$ cat config.mk
export PLATFORM = sky130hd
export DESIGN_NAME = adc_window_detector
export DESIGN_NICKNAME = d
export VERILOG_FILES = /design/src/adc_window_pkg.sv /design/src/adc_window_detector.sv
export SDC_FILE = /design/constraint.sdc
export NUM_CORES = 1
export LEC_CHECK = 0
export BUFFER_PORTS_ARGS = -buffer_cell sky130_fd_sc_hd__buf_2
export CORE_ASPECT_RATIO = 2
export CORE_MARGIN = 3
export CORE_UTILIZATION = 45
export DETAILED_ROUTE_END_ITERATION = 8
export PLACE_DENSITY = 0.72
export SYNTH_ARGS = -nofsm -noshare
export SYNTH_HDL_FRONTEND = slang
export SYNTH_SLANG_ARGS = --single-unit
$ cat constraint.sdc
create_clock -name clk_i -period 2.6 [get_ports clk_i]
set_clock_uncertainty 0.2 [all_clocks]
set_input_delay 0.52 -clock clk_i [delete_from_list [all_inputs] [get_ports clk_i]]
set_output_delay 0.52 -clock clk_i [all_outputs]
set_load 0.03 [all_outputs]
$ cat src/adc_window_pkg.sv
// Constants and carrier types for the converter window-compare block.
// Assumes a byte-wide special-function-register bus on the system clock.
package adc_window_pkg;
    // ----------------------------------------------------------------
    // Register addresses
    // ----------------------------------------------------------------
    localparam logic [7:0] ADDR_GREATER_LO = 8'hC4;
    localparam logic [7:0] ADDR_GREATER_HI = 8'hC5;
    localparam logic [7:0] ADDR_LESS_LO = 8'hC6;
    localparam logic [7:0] ADDR_LESS_HI = 8'hC7;
    localparam logic [7:0] ADDR_CONTROL = 8'hE8;
    // ----------------------------------------------------------------
    // Reset values
    // ----------------------------------------------------------------
    localparam logic [7:0] GREATER_LO_RESET = 8'hFF;
    localparam logic [7:0] GREATER_HI_RESET = 8'hFF;
    localparam logic [7:0] LESS_LO_RESET = 8'h00;
    localparam logic [7:0] LESS_HI_RESET = 8'h00;
    localparam logic [7:0] CONTROL_RESET = 8'h00;
    // ----------------------------------------------------------------
    // Control register field positions and source value, result width and left-justify shift
    // ----------------------------------------------------------------
    localparam int BIT_ENABLE = 7;
    localparam int BIT_TRACK = 6;
    localparam int BIT_DONE = 5;
    localparam int BIT_BUSY = 4;
    localparam int BIT_SRC_HI = 3;
    localparam int BIT_SRC_LO = 2;
    localparam int BIT_WINDOW = 1;
    localparam int BIT_JUSTIFY = 0;
    localparam logic [1:0] SRC_SOFTWARE = 2'h0;
    localparam int RESULT_W = 10;
    localparam int LEFT_SHIFT = 6;
    // ----------------------------------------------------------------
    // Carrier
    // ----------------------------------------------------------------
    typedef struct packed {
        logic [7:0] addr;
        logic [7:0] wdata;
        logic wr;
        logic rd;
    } sfr_req_t;
endpackage

$ cat src/adc_window_detector.sv
// Window-compare logic and converter control register beside a 10-bit converter.
// Assumes the converter reports completion on the system clock with a done pulse.
`timescale 1ns/100ps
module adc_window_detector (
    input wire logic clk_i,
    input wire logic rstn_i,
    input wire adc_window_pkg::sfr_req_t sfr_i,
    output logic [7:0] rdata_o,
    input wire logic start_event_i,
    input wire logic conv_done_i,
    input wire logic [adc_window_pkg::RESULT_W-1:0] result_i,
    output logic conv_start_o,
    output logic conv_enable_o,
    output logic left_justify_o,
    output logic window_flag_o
);
    import adc_window_pkg::*;

    // ----------------------------------------------------------------
    // Register file
    // ----------------------------------------------------------------
    logic [7:0] gt_lo_r, gt_hi_r, lt_lo_r, lt_hi_r, ctl_r;
    logic [7:0] ctl_nxt, rdata_nxt;
    logic conv_start_r;

    // Strobe is an argument so the decode re-evaluates when only the strobe moves
    function automatic logic hit(input logic wr, input logic [7:0] addr, input logic [7:0] a);
        return wr && (addr == a);
    endfunction

    wire wr_gt_lo = hit(sfr_i.wr, sfr_i.addr, ADDR_GREATER_LO);
    wire wr_gt_hi = hit(sfr_i.wr, sfr_i.addr, ADDR_GREATER_HI);
    wire wr_lt_lo = hit(sfr_i.wr, sfr_i.addr, ADDR_LESS_LO);
    wire wr_lt_hi = hit(sfr_i.wr, sfr_i.addr, ADDR_LESS_HI);
    wire wr_ctl = hit(sfr_i.wr, sfr_i.addr, ADDR_CONTROL);

    wire [15:0] gt_word = {gt_hi_r, gt_lo_r};
    wire [15:0] lt_word = {lt_hi_r, lt_lo_r};

    // ----------------------------------------------------------------
    // Window compare
    // ----------------------------------------------------------------
    wire [15:0] res_right = {{LEFT_SHIFT{1'b0}}, result_i};
    wire [15:0] res_left = {result_i, {LEFT_SHIFT{1'b0}}};
    wire [15:0] res_word = ctl_r[BIT_JUSTIFY] ? res_left : res_right;
    wire above_gt = res_word > gt_word;
    wire below_lt = res_word < lt_word;
    wire inside_mode = lt_word > gt_word;
    wire match = inside_mode ? (above_gt && below_lt) : (above_gt || below_lt);
    wire finish = conv_done_i && ctl_r[BIT_BUSY];
    wire win_set = finish && match;

    // ----------------------------------------------------------------
    // Start and busy
    // ----------------------------------------------------------------
    wire sw_start = wr_ctl && sfr_i.wdata[BIT_BUSY]
        && ctl_r[BIT_SRC_HI:BIT_SRC_LO] == SRC_SOFTWARE;
    wire hw_start = start_event_i && ctl_r[BIT_SRC_HI:BIT_SRC_LO] != SRC_SOFTWARE;
    wire enabled_nxt = wr_ctl ? sfr_i.wdata[BIT_ENABLE] : ctl_r[BIT_ENABLE];
    wire start = (sw_start || hw_start) && enabled_nxt && !ctl_r[BIT_BUSY];
    wire busy_nxt = start || (ctl_r[BIT_BUSY] && !conv_done_i && enabled_nxt);
    wire flag_keep = wr_ctl ? sfr_i.wdata[BIT_WINDOW] : ctl_r[BIT_WINDOW];
    wire done_keep = wr_ctl ? sfr_i.wdata[BIT_DONE] : ctl_r[BIT_DONE];

    always_comb begin
        ctl_nxt = wr_ctl ? sfr_i.wdata : ctl_r;
        ctl_nxt[BIT_BUSY] = busy_nxt;
        ctl_nxt[BIT_WINDOW] = win_set || flag_keep;
        ctl_nxt[BIT_DONE] = finish || done_keep;
    end

    // ----------------------------------------------------------------
    // Read path
    // ----------------------------------------------------------------
    always_comb begin
        rdata_nxt = 8'h00;
        if (sfr_i.rd) begin
            unique case (sfr_i.addr)
                ADDR_GREATER_LO: rdata_nxt = gt_lo_r;
                ADDR_GREATER_HI: rdata_nxt = gt_hi_r;
                ADDR_LESS_LO: rdata_nxt = lt_lo_r;
                ADDR_LESS_HI: rdata_nxt = lt_hi_r;
                ADDR_CONTROL: rdata_nxt = ctl_r;
                default: rdata_nxt = 8'h00;
            endcase
        end
    end

    always_ff @(posedge clk_i or negedge rstn_i) begin
        if (!rstn_i) begin
            gt_lo_r <= GREATER_LO_RESET;
            gt_hi_r <= GREATER_HI_RESET;
            lt_lo_r <= LESS_LO_RESET;
            lt_hi_r <= LESS_HI_RESET;
            ctl_r <= CONTROL_RESET;
            rdata_o <= 8'h00;
            conv_start_r <= 1'b0;
        end else begin
            if (wr_gt_lo) gt_lo_r <= sfr_i.wdata;
            if (wr_gt_hi) gt_hi_r <= sfr_i.wdata;
            if (wr_lt_lo) lt_lo_r <= sfr_i.wdata;
            if (wr_lt_hi) lt_hi_r <= sfr_i.wdata;
            ctl_r <= ctl_nxt;
            rdata_o <= rdata_nxt;
            conv_start_r <= start;
        end
    end

    assign conv_start_o = conv_start_r;
    assign conv_enable_o = ctl_r[BIT_ENABLE];
    assign left_justify_o = ctl_r[BIT_JUSTIFY];
    assign window_flag_o = ctl_r[BIT_WINDOW];

    // ----------------------------------------------------------------
    // Checks
    // ----------------------------------------------------------------
    compare_sets_a: assert property (@(posedge clk_i) disable iff (!rstn_i)
        conv_done_i && ctl_r[BIT_BUSY] && match |=> window_flag_o)
        else $error("window match did not raise the flag");

    inside_band_a: assert property (@(posedge clk_i) disable iff (!rstn_i)
        conv_done_i && ctl_r[BIT_BUSY] && lt_word > gt_word && res_word > gt_word
        && res_word < lt_word |=> window_flag_o)
        else $error("inside band result not flagged");

    outside_band_a: assert property (@(posedge clk_i) disable iff (!rstn_i)
        conv_done_i && ctl_r[BIT_BUSY] && !window_flag_o && !wr_ctl && lt_word > gt_word
        && res_word <= gt_word |=> !window_flag_o)
        else $error("outside result flagged in inside mode");

    limit_bytes_a: assert property (@(posedge clk_i) disable iff (!rstn_i)
        wr_gt_hi |=> gt_word[15:8] == $past(sfr_i.wdata) && gt_word[7:0] == $past(gt_lo_r))
        else $error("greater-than high byte write disturbed word");

    poll_flag_a: assert property (@(posedge clk_i) disable iff (!rstn_i)
        sfr_i.rd && sfr_i.addr == ADDR_CONTROL |=> rdata_o[BIT_WINDOW] == $past(window_flag_o))
        else $error("polled flag differs from flag");

    flag_sticky_a: assert property (@(posedge clk_i) disable iff (!rstn_i)
        window_flag_o && !(wr_ctl && !sfr_i.wdata[BIT_WINDOW]) |=> window_flag_o)
        else $error("window flag dropped without software clear");

    gt_reset_a: assert property (@(posedge clk_i)
        $rose(rstn_i) |-> gt_lo_r == GREATER_LO_RESET)
        else $error("greater-than low byte reset value wrong");

    lt_reset_a: assert property (@(posedge clk_i)
        $rose(rstn_i) |-> lt_hi_r == LESS_HI_RESET)
        else $error("less-than high byte reset value wrong");

    shutdown_hold_a: assert property (@(posedge clk_i) disable iff (!rstn_i)
        !conv_enable_o && !(wr_ctl && sfr_i.wdata[BIT_ENABLE]) |=> !conv_start_o)
        else $error("conversion started while disabled");

    busy_start_a: assert property (@(posedge clk_i) disable iff (!rstn_i)
        start |=> conv_start_o && ctl_r[BIT_BUSY] ##1 !conv_start_o)
        else $error("start write did not set busy");

    busy_clear_a: assert property (@(posedge clk_i) disable iff (!rstn_i)
        conv_done_i && ctl_r[BIT_BUSY] |=> !ctl_r[BIT_BUSY])
        else $error("completion did not clear busy");

    done_flag_a: assert property (@(posedge clk_i) disable iff (!rstn_i)
        conv_done_i && ctl_r[BIT_BUSY] |=> ctl_r[BIT_DONE])
        else $error("completion did not set the done flag");

    event_start_a: assert property (@(posedge clk_i) disable iff (!rstn_i)
        start_event_i && ctl_r[BIT_SRC_HI:BIT_SRC_LO] != SRC_SOFTWARE && conv_enable_o
        && !ctl_r[BIT_BUSY] && !wr_ctl |=> conv_start_o && ctl_r[BIT_BUSY])
        else $error("start event did not begin a conversion");

    source_refused_a: assert property (@(posedge clk_i) disable iff (!rstn_i)
        wr_ctl && sfr_i.wdata[BIT_BUSY] && ctl_r[BIT_SRC_HI:BIT_SRC_LO] != SRC_SOFTWARE
        && !start_event_i |=> !conv_start_o)
        else $error("busy write started a conversion under event source");

    write_zero_a: assert property (@(posedge clk_i) disable iff (!rstn_i)
        wr_ctl && !sfr_i.wdata[BIT_BUSY] && !start_event_i |=> !conv_start_o)
        else $error("writing zero to busy started a conversion");

    busy_hold_a: assert property (@(posedge clk_i) disable iff (!rstn_i)
        ctl_r[BIT_BUSY] && !conv_done_i && enabled_nxt |=> ctl_r[BIT_BUSY])
        else $error("busy fell before completion");

    disable_drop_a: assert property (@(posedge clk_i) disable iff (!rstn_i)
        ctl_r[BIT_BUSY] && !enabled_nxt |=> !ctl_r[BIT_BUSY] && !conv_start_o)
        else $error("conversion kept running after disable");

    enable_follow_a: assert property (@(posedge clk_i) disable iff (!rstn_i)
        wr_ctl |=> conv_enable_o == $past(sfr_i.wdata[BIT_ENABLE]))
        else $error("enable output does not follow the control write");

    lt_bytes_a: assert property (@(posedge clk_i) disable iff (!rstn_i)
        wr_lt_lo |=> lt_word[7:0] == $past(sfr_i.wdata) && lt_word[15:8] == $past(lt_hi_r))
        else $error("less-than low byte write disturbed word");

    gt_low_write_a: assert property (@(posedge clk_i) disable iff (!rstn_i)
        wr_gt_lo |=> gt_word[7:0] == $past(sfr_i.wdata) && gt_word[15:8] == $past(gt_hi_r))
        else $error("greater-than low byte is not the low half");

    lt_high_write_a: assert property (@(posedge clk_i) disable iff (!rstn_i)
        wr_lt_hi |=> lt_word[15:8] == $past(sfr_i.wdata) && lt_word[7:0] == $past(lt_lo_r))
        else $error("less-than high byte is not the high half");

    outside_flag_a: assert property (@(posedge clk_i) disable iff (!rstn_i)
        conv_done_i && ctl_r[BIT_BUSY] && lt_word <= gt_word
        && (res_word > gt_word || res_word < lt_word) |=> window_flag_o)
        else $error("outside band result not flagged");

    outside_quiet_a: assert property (@(posedge clk_i) disable iff (!rstn_i)
        conv_done_i && ctl_r[BIT_BUSY] && !window_flag_o && !wr_ctl && lt_word <= gt_word
        && res_word <= gt_word && res_word >= lt_word |=> !window_flag_o)
        else $error("inside result flagged in outside mode");

    flag_origin_a: assert property (@(posedge clk_i) disable iff (!rstn_i)
        $rose(window_flag_o) |-> $past(conv_done_i && ctl_r[BIT_BUSY] && match
        || wr_ctl && sfr_i.wdata[BIT_WINDOW]))
        else $error("window flag rose without a match");

    flag_clear_a: assert property (@(posedge clk_i) disable iff (!rstn_i)
        wr_ctl && !sfr_i.wdata[BIT_WINDOW] && !(conv_done_i && ctl_r[BIT_BUSY] && match)
        |=> !window_flag_o)
        else $error("software clear did not drop the window flag");

    poll_control_a: assert property (@(posedge clk_i) disable iff (!rstn_i)
        sfr_i.rd && sfr_i.addr == ADDR_CONTROL |=> rdata_o == $past(ctl_r))
        else $error("control read returned wrong value");
endmodule

Yosys cells after proc, flatten, opt, wreduce, memory -nomap -nowiden
Index checks and enable logic that the tools add are counted.

Add/sub/neg operators: 0. Multiply operators: 0. Div/mod/pow operators: 0. Order comparisons: 3. Eq/ne operators: 5. Shift-type cells: 0. Muxes and demuxes: 7. Bitwise gates (word level): 0. Reduce and logical (&&, ||, !) cells: 24.

Operators by type and width (number): equality test 8 bit, second input constant (5); case mux 8 bit (5 select lines) (1); > comparator 16 bit (2); < comparator 16 bit (1); 2-to-1 mux 16 bit (1); logical AND 1 bit (15); 2-to-1 mux 8 bit (1); logical OR 1 bit (5); 2-to-1 mux 1 bit (4); logical NOT 1 bit (2); logical NOT 2 bit (1); nonzero test 2 bit (1).

Bits in registers: 49. Bits in latches: 0. Memory bits (writable): 0. ROM bits: 0. Output and inout bits: 12. Memories kept: 0.

Logic depth before layout (Yosys ltp)
Depth after elaboration: 8. Mapped depth: 10. Depth with buffers taken out: 8.

Worst setup path after synthesis
OpenSTA, ideal clock, no wires.

Path type: reg-to-reg. Start: reg ctl_r[0]. End: reg ctl_r[1]. Library setup time: 0.131 ns. Data arrival time: 2.614 ns. Setup slack: -0.345 ns. Cell stages (with the launch flop): 10. Buffers on the path: 1. Period minus slack after synthesis: 2.945 ns. Cell sequence: dfrtp_1 > buf_6 > mux2_2 > ha_1 > and4_1 > and2_1 > a311o_1 > o2111ai_1 > a31oi_1 > or3_1.

Longest elaborated chain between the ends: 6. Elaborated cells between the ends (all ways): 8. Classes of those cells: 2 x order compare; 2 x mux; 4 x reduce/logical.

RTL lines: start, declared (line adc_window_detector.sv:22) `logic [7:0] gt_lo_r, gt_hi_r, lt_lo_r, lt_hi_r, ctl_r;`; start signal, assigned (line adc_window_detector.sv:103) `ctl_r <= ctl_nxt;`; 2-to-1 mux 16 bit (*) (line adc_window_detector.sv:45) `wire [15:0] res_word = ctl_r[BIT_JUSTIFY] ? res_left : res_right;`; > comparator 16 bit or < comparator 16 bit (tied branches) (line adc_window_detector.sv:46, adc_window_detector.sv:47); logical OR 1 bit or logical AND 1 bit (tied branches) (line adc_window_detector.sv:49) `wire match = inside_mode ? (above_gt && below_lt) : (above_gt || below_lt);`; 2-to-1 mux 1 bit (*) (line adc_window_detector.sv:49); logical AND 1 bit (*) (line adc_window_detector.sv:51) `wire win_set = finish && match;`; logical OR 1 bit (*) (line adc_window_detector.sv:68) `ctl_nxt[BIT_WINDOW] = win_set || flag_keep;`; via ctl_nxt[1] (line adc_window_detector.sv:23) `logic [7:0] ctl_nxt, rdata_nxt;`.

The timed path passes the listed nets; every way through them passes the cells marked *. A chain may end at the register's enable or synchronous reset.

Worst setup path after layout
Ends and elaborated chain as after synthesis.

==> metrics.yaml <==
status: "complete, but fails checks"
failed_checks: "negative setup slack"
rr_worst_depth: 8
row_count: 44
p_sw_frac: 0.288
crit_path_cell_trace: "mux2_4 > ha_4 > and4_4 > and2_4 > a311o_1 > o2111ai_2 > a31oi_1 > or3_1"
p_comb_frac: 0.246
grt_usage: 0.237
critPathRequiredTime_ns: 2.57
cp_slowest_cell: "dfrtp_2"
dr.pass1.iters: 5
power_frac_seq: 0.424
synth_area_mm2: 0.00344
vias: 2928
final_util: 0.612
grt_max_degree: 30
rsz0062_at_grt: "true"
crit_path_end_kind: "flip-flop"
die_x_um: 67.8
worstMarginPinSlew_ns: 0.768
via_per_inst: 5.75
cp.arrival_ns: 2.65
wl_per_cell_um: 18.9
final-hold-violation-count: 0
avgSynthCellArea_um2: 10.8
cts_tree: "yes"
gr-total-overflow: 0
ys_types: 59
grt_pass1_vias: 3076
dp_hpwl_um: 7800
place_congestion: 0.873
cts_made_buffers: 5
synth_cells: 319
grt_first_pass_wirelength_um: 15300
layout_setup_ws_ns: -0.0744
syn2layout_area_growth_pct: 30.4
fin_crit_ns: 2.67
ioPinCount: 44
worstPathMaxFanout: 8
peakVddDrop_uv: 426
clock_power_share: 0.330
rr_endpoint: "ctl_r[1]"
max_freq_mhz: 374
max_slew_margin: 0.484
cts_htree_levels: 2
hp-class: "primary input to async pin"
totalWireLength_um: 9640
remaining_drc_errors: 0
cts.path.max_buffers: 2
mostFrequentLayoutCells: "buf_4, buf_2, inv_1, mux2_2, ha_1"
period_share: 1.03
switchingPower_w: 0.000567
synth-edff-count: 0
slowest_delay_ns: 0.50
drv_slew: 0
fin_nets: 493
cp-start-kind: "flip-flop"
p_int_w: 0.00140
clk_latency_ns: 0.29
cts_root_buf: "clkbuf_16"
numClockSinks: 49
yosysSeqAreaShare: 0.363
antenna_found_initial: 0
die_y_um: 130
numPortBuffers: 43
powerDensity_mw_per_mm2: 439
drv_cap: 0
power.leakage_nw: 2.12
holdBufCountCts: 0
synth_top_flop_cell: "dfrtp_1"
setup.worst_path.start: "ctl_r[0]"
ys_ff_latch: 49
ant_nets: 0
finalSetupViolCount: 1
syn-num-nets: 396
core_mm2: 0.00732
final_common_cell: "buf_4"
clkSlewWorstSetupHoldPaths_ns: 0.07
first_iter_violations: 102
crit_type: "flip-flop to flip-flop"
r2r_slack_ns: -0.07
ys_warn_count: 0
dieArea_mm2: 0.00878
start_util: 0.469
place_ws_ns: -0.230
n_antenna_cell: 0
async_flop_share: 1.00
rr_startpoint: "ctl_r[0]"
power.total_w: 0.00197
drive_gt1_frac: 0.487
Yosys cell counts, types with 4 or more instances:
cell type  number  share of area
a21o_1          5          0.011
a21oi_1        16          0.023
a22oi_1        13          0.028
a31oi_1         6          0.011
and2_1         10          0.018
dfrtp_1        33           0.24
dfstp_2        16           0.12
ha_1           45           0.16
inv_1          37          0.040
mux2_2         41           0.13
nand2_1        13          0.014
nand3_1         5         0.0073
nand4_1         7          0.013
nor2_1          4         0.0044
nor2b_1         6          0.011
o21ai_0         7          0.010
what timing repair did:
| item | CTS | global route |
|---|---|---|
| hold endpoints to repair | 0 | 0 |
| gates resized for setup | 18 | 13 |
| setup buffers | 2 | 0 |
| pin swaps | 8 | 6 |
| gates cloned | 0 | 0 |
| setup endpoints to repair | 1 | 1 |
worst max-delay path by stage:
stage	to	slack, ns	depth (start not counted)
6_report	ctl_r[1]	-0.07	8
5_1_grt	ctl_r[1]	-0.18	9
4_1_cts	ctl_r[1]	-0.03	8
3_5_place_dp	ctl_r[1]	-0.23	9
3_3_place_gp	ctl_r[1]	-0.20	10
2_1_floorplan	ctl_r[1]	-0.15	9
power by group through the flow:
stage	clock network [W]	logic (W)	registers (W)
5_1_grt	0.000685	0.000532	0.000840
6_report	0.000650	0.000484	0.000835
3_5_place_dp	0	0.000436	0.000848
3_3_place_gp	0	0.000423	0.000846
4_1_cts	0.000663	0.000465	0.000834
2_1_floorplan	0	0.000233	0.000842
cells by family after synthesis:
group,Yosys count,share of synthesized area
compound gates,68,0.137
mux,42,0.137
xor+xnor,1,0.00255
simple gates,72,0.146
fa+ha+maj,45,0.164
flops,49,0.363
buf+inv,42,0.0506
per-layer routing:
metal | part of all wire | GRT usage | up-vias
met3 | 0.034 | 0.0225 | 22
li1 | - | - | 1380
met2 | 0.57 | 0.443 | 83
met1 | 0.36 | 0.255 | 1443
met4 | 0.033 | 0.108 | 0
met5 | 0 | 0 | -
worst max-delay path, delay by kind of cell (launching register included):
kind	cells	cell delay, ns
fa+ha+maj	1	0.22
compound gates	3	0.60
flops	1	0.50
simple gates	3	0.68
mux	1	0.35
state kept, by name (all words and copies together) (netlist names):
| name | flops |
|---|---|
| ctl_r | 8 |
| gt_hi_r | 8 |
| rdata_o | 8 |
| lt_lo_r | 8 |
| gt_lo_r | 8 |
| conv_start_o | 1 |
| lt_hi_r | 8 |
per-stage QoR:
stage | cells | hold WS, ns | TNS [ns] | area [um^2]
after floorplan | 319 | 0.0244 | -0.148 | 3490
after global placement | 499 | 0.274 | -0.196 | 4150
after detailed placement | 499 | 0.296 | -0.230 | 4150
after CTS | 509 | 0.0651 | -0.0316 | 4390
after global routing | 509 | 0.0899 | -0.177 | 4480
final | 509 | 0.0475 | -0.0744 | 4480
layout make-up:
type,count,area (um^2)
tap,92,115
clock buffer,5,125
fill,624,2840
clock inverter,3,21.3
multi-input combinational,228,2220
sequential,49,1250
timing repair buffer,95,609
inverter,37,139
No activity file was read; power rests on OpenSTA's default activity.
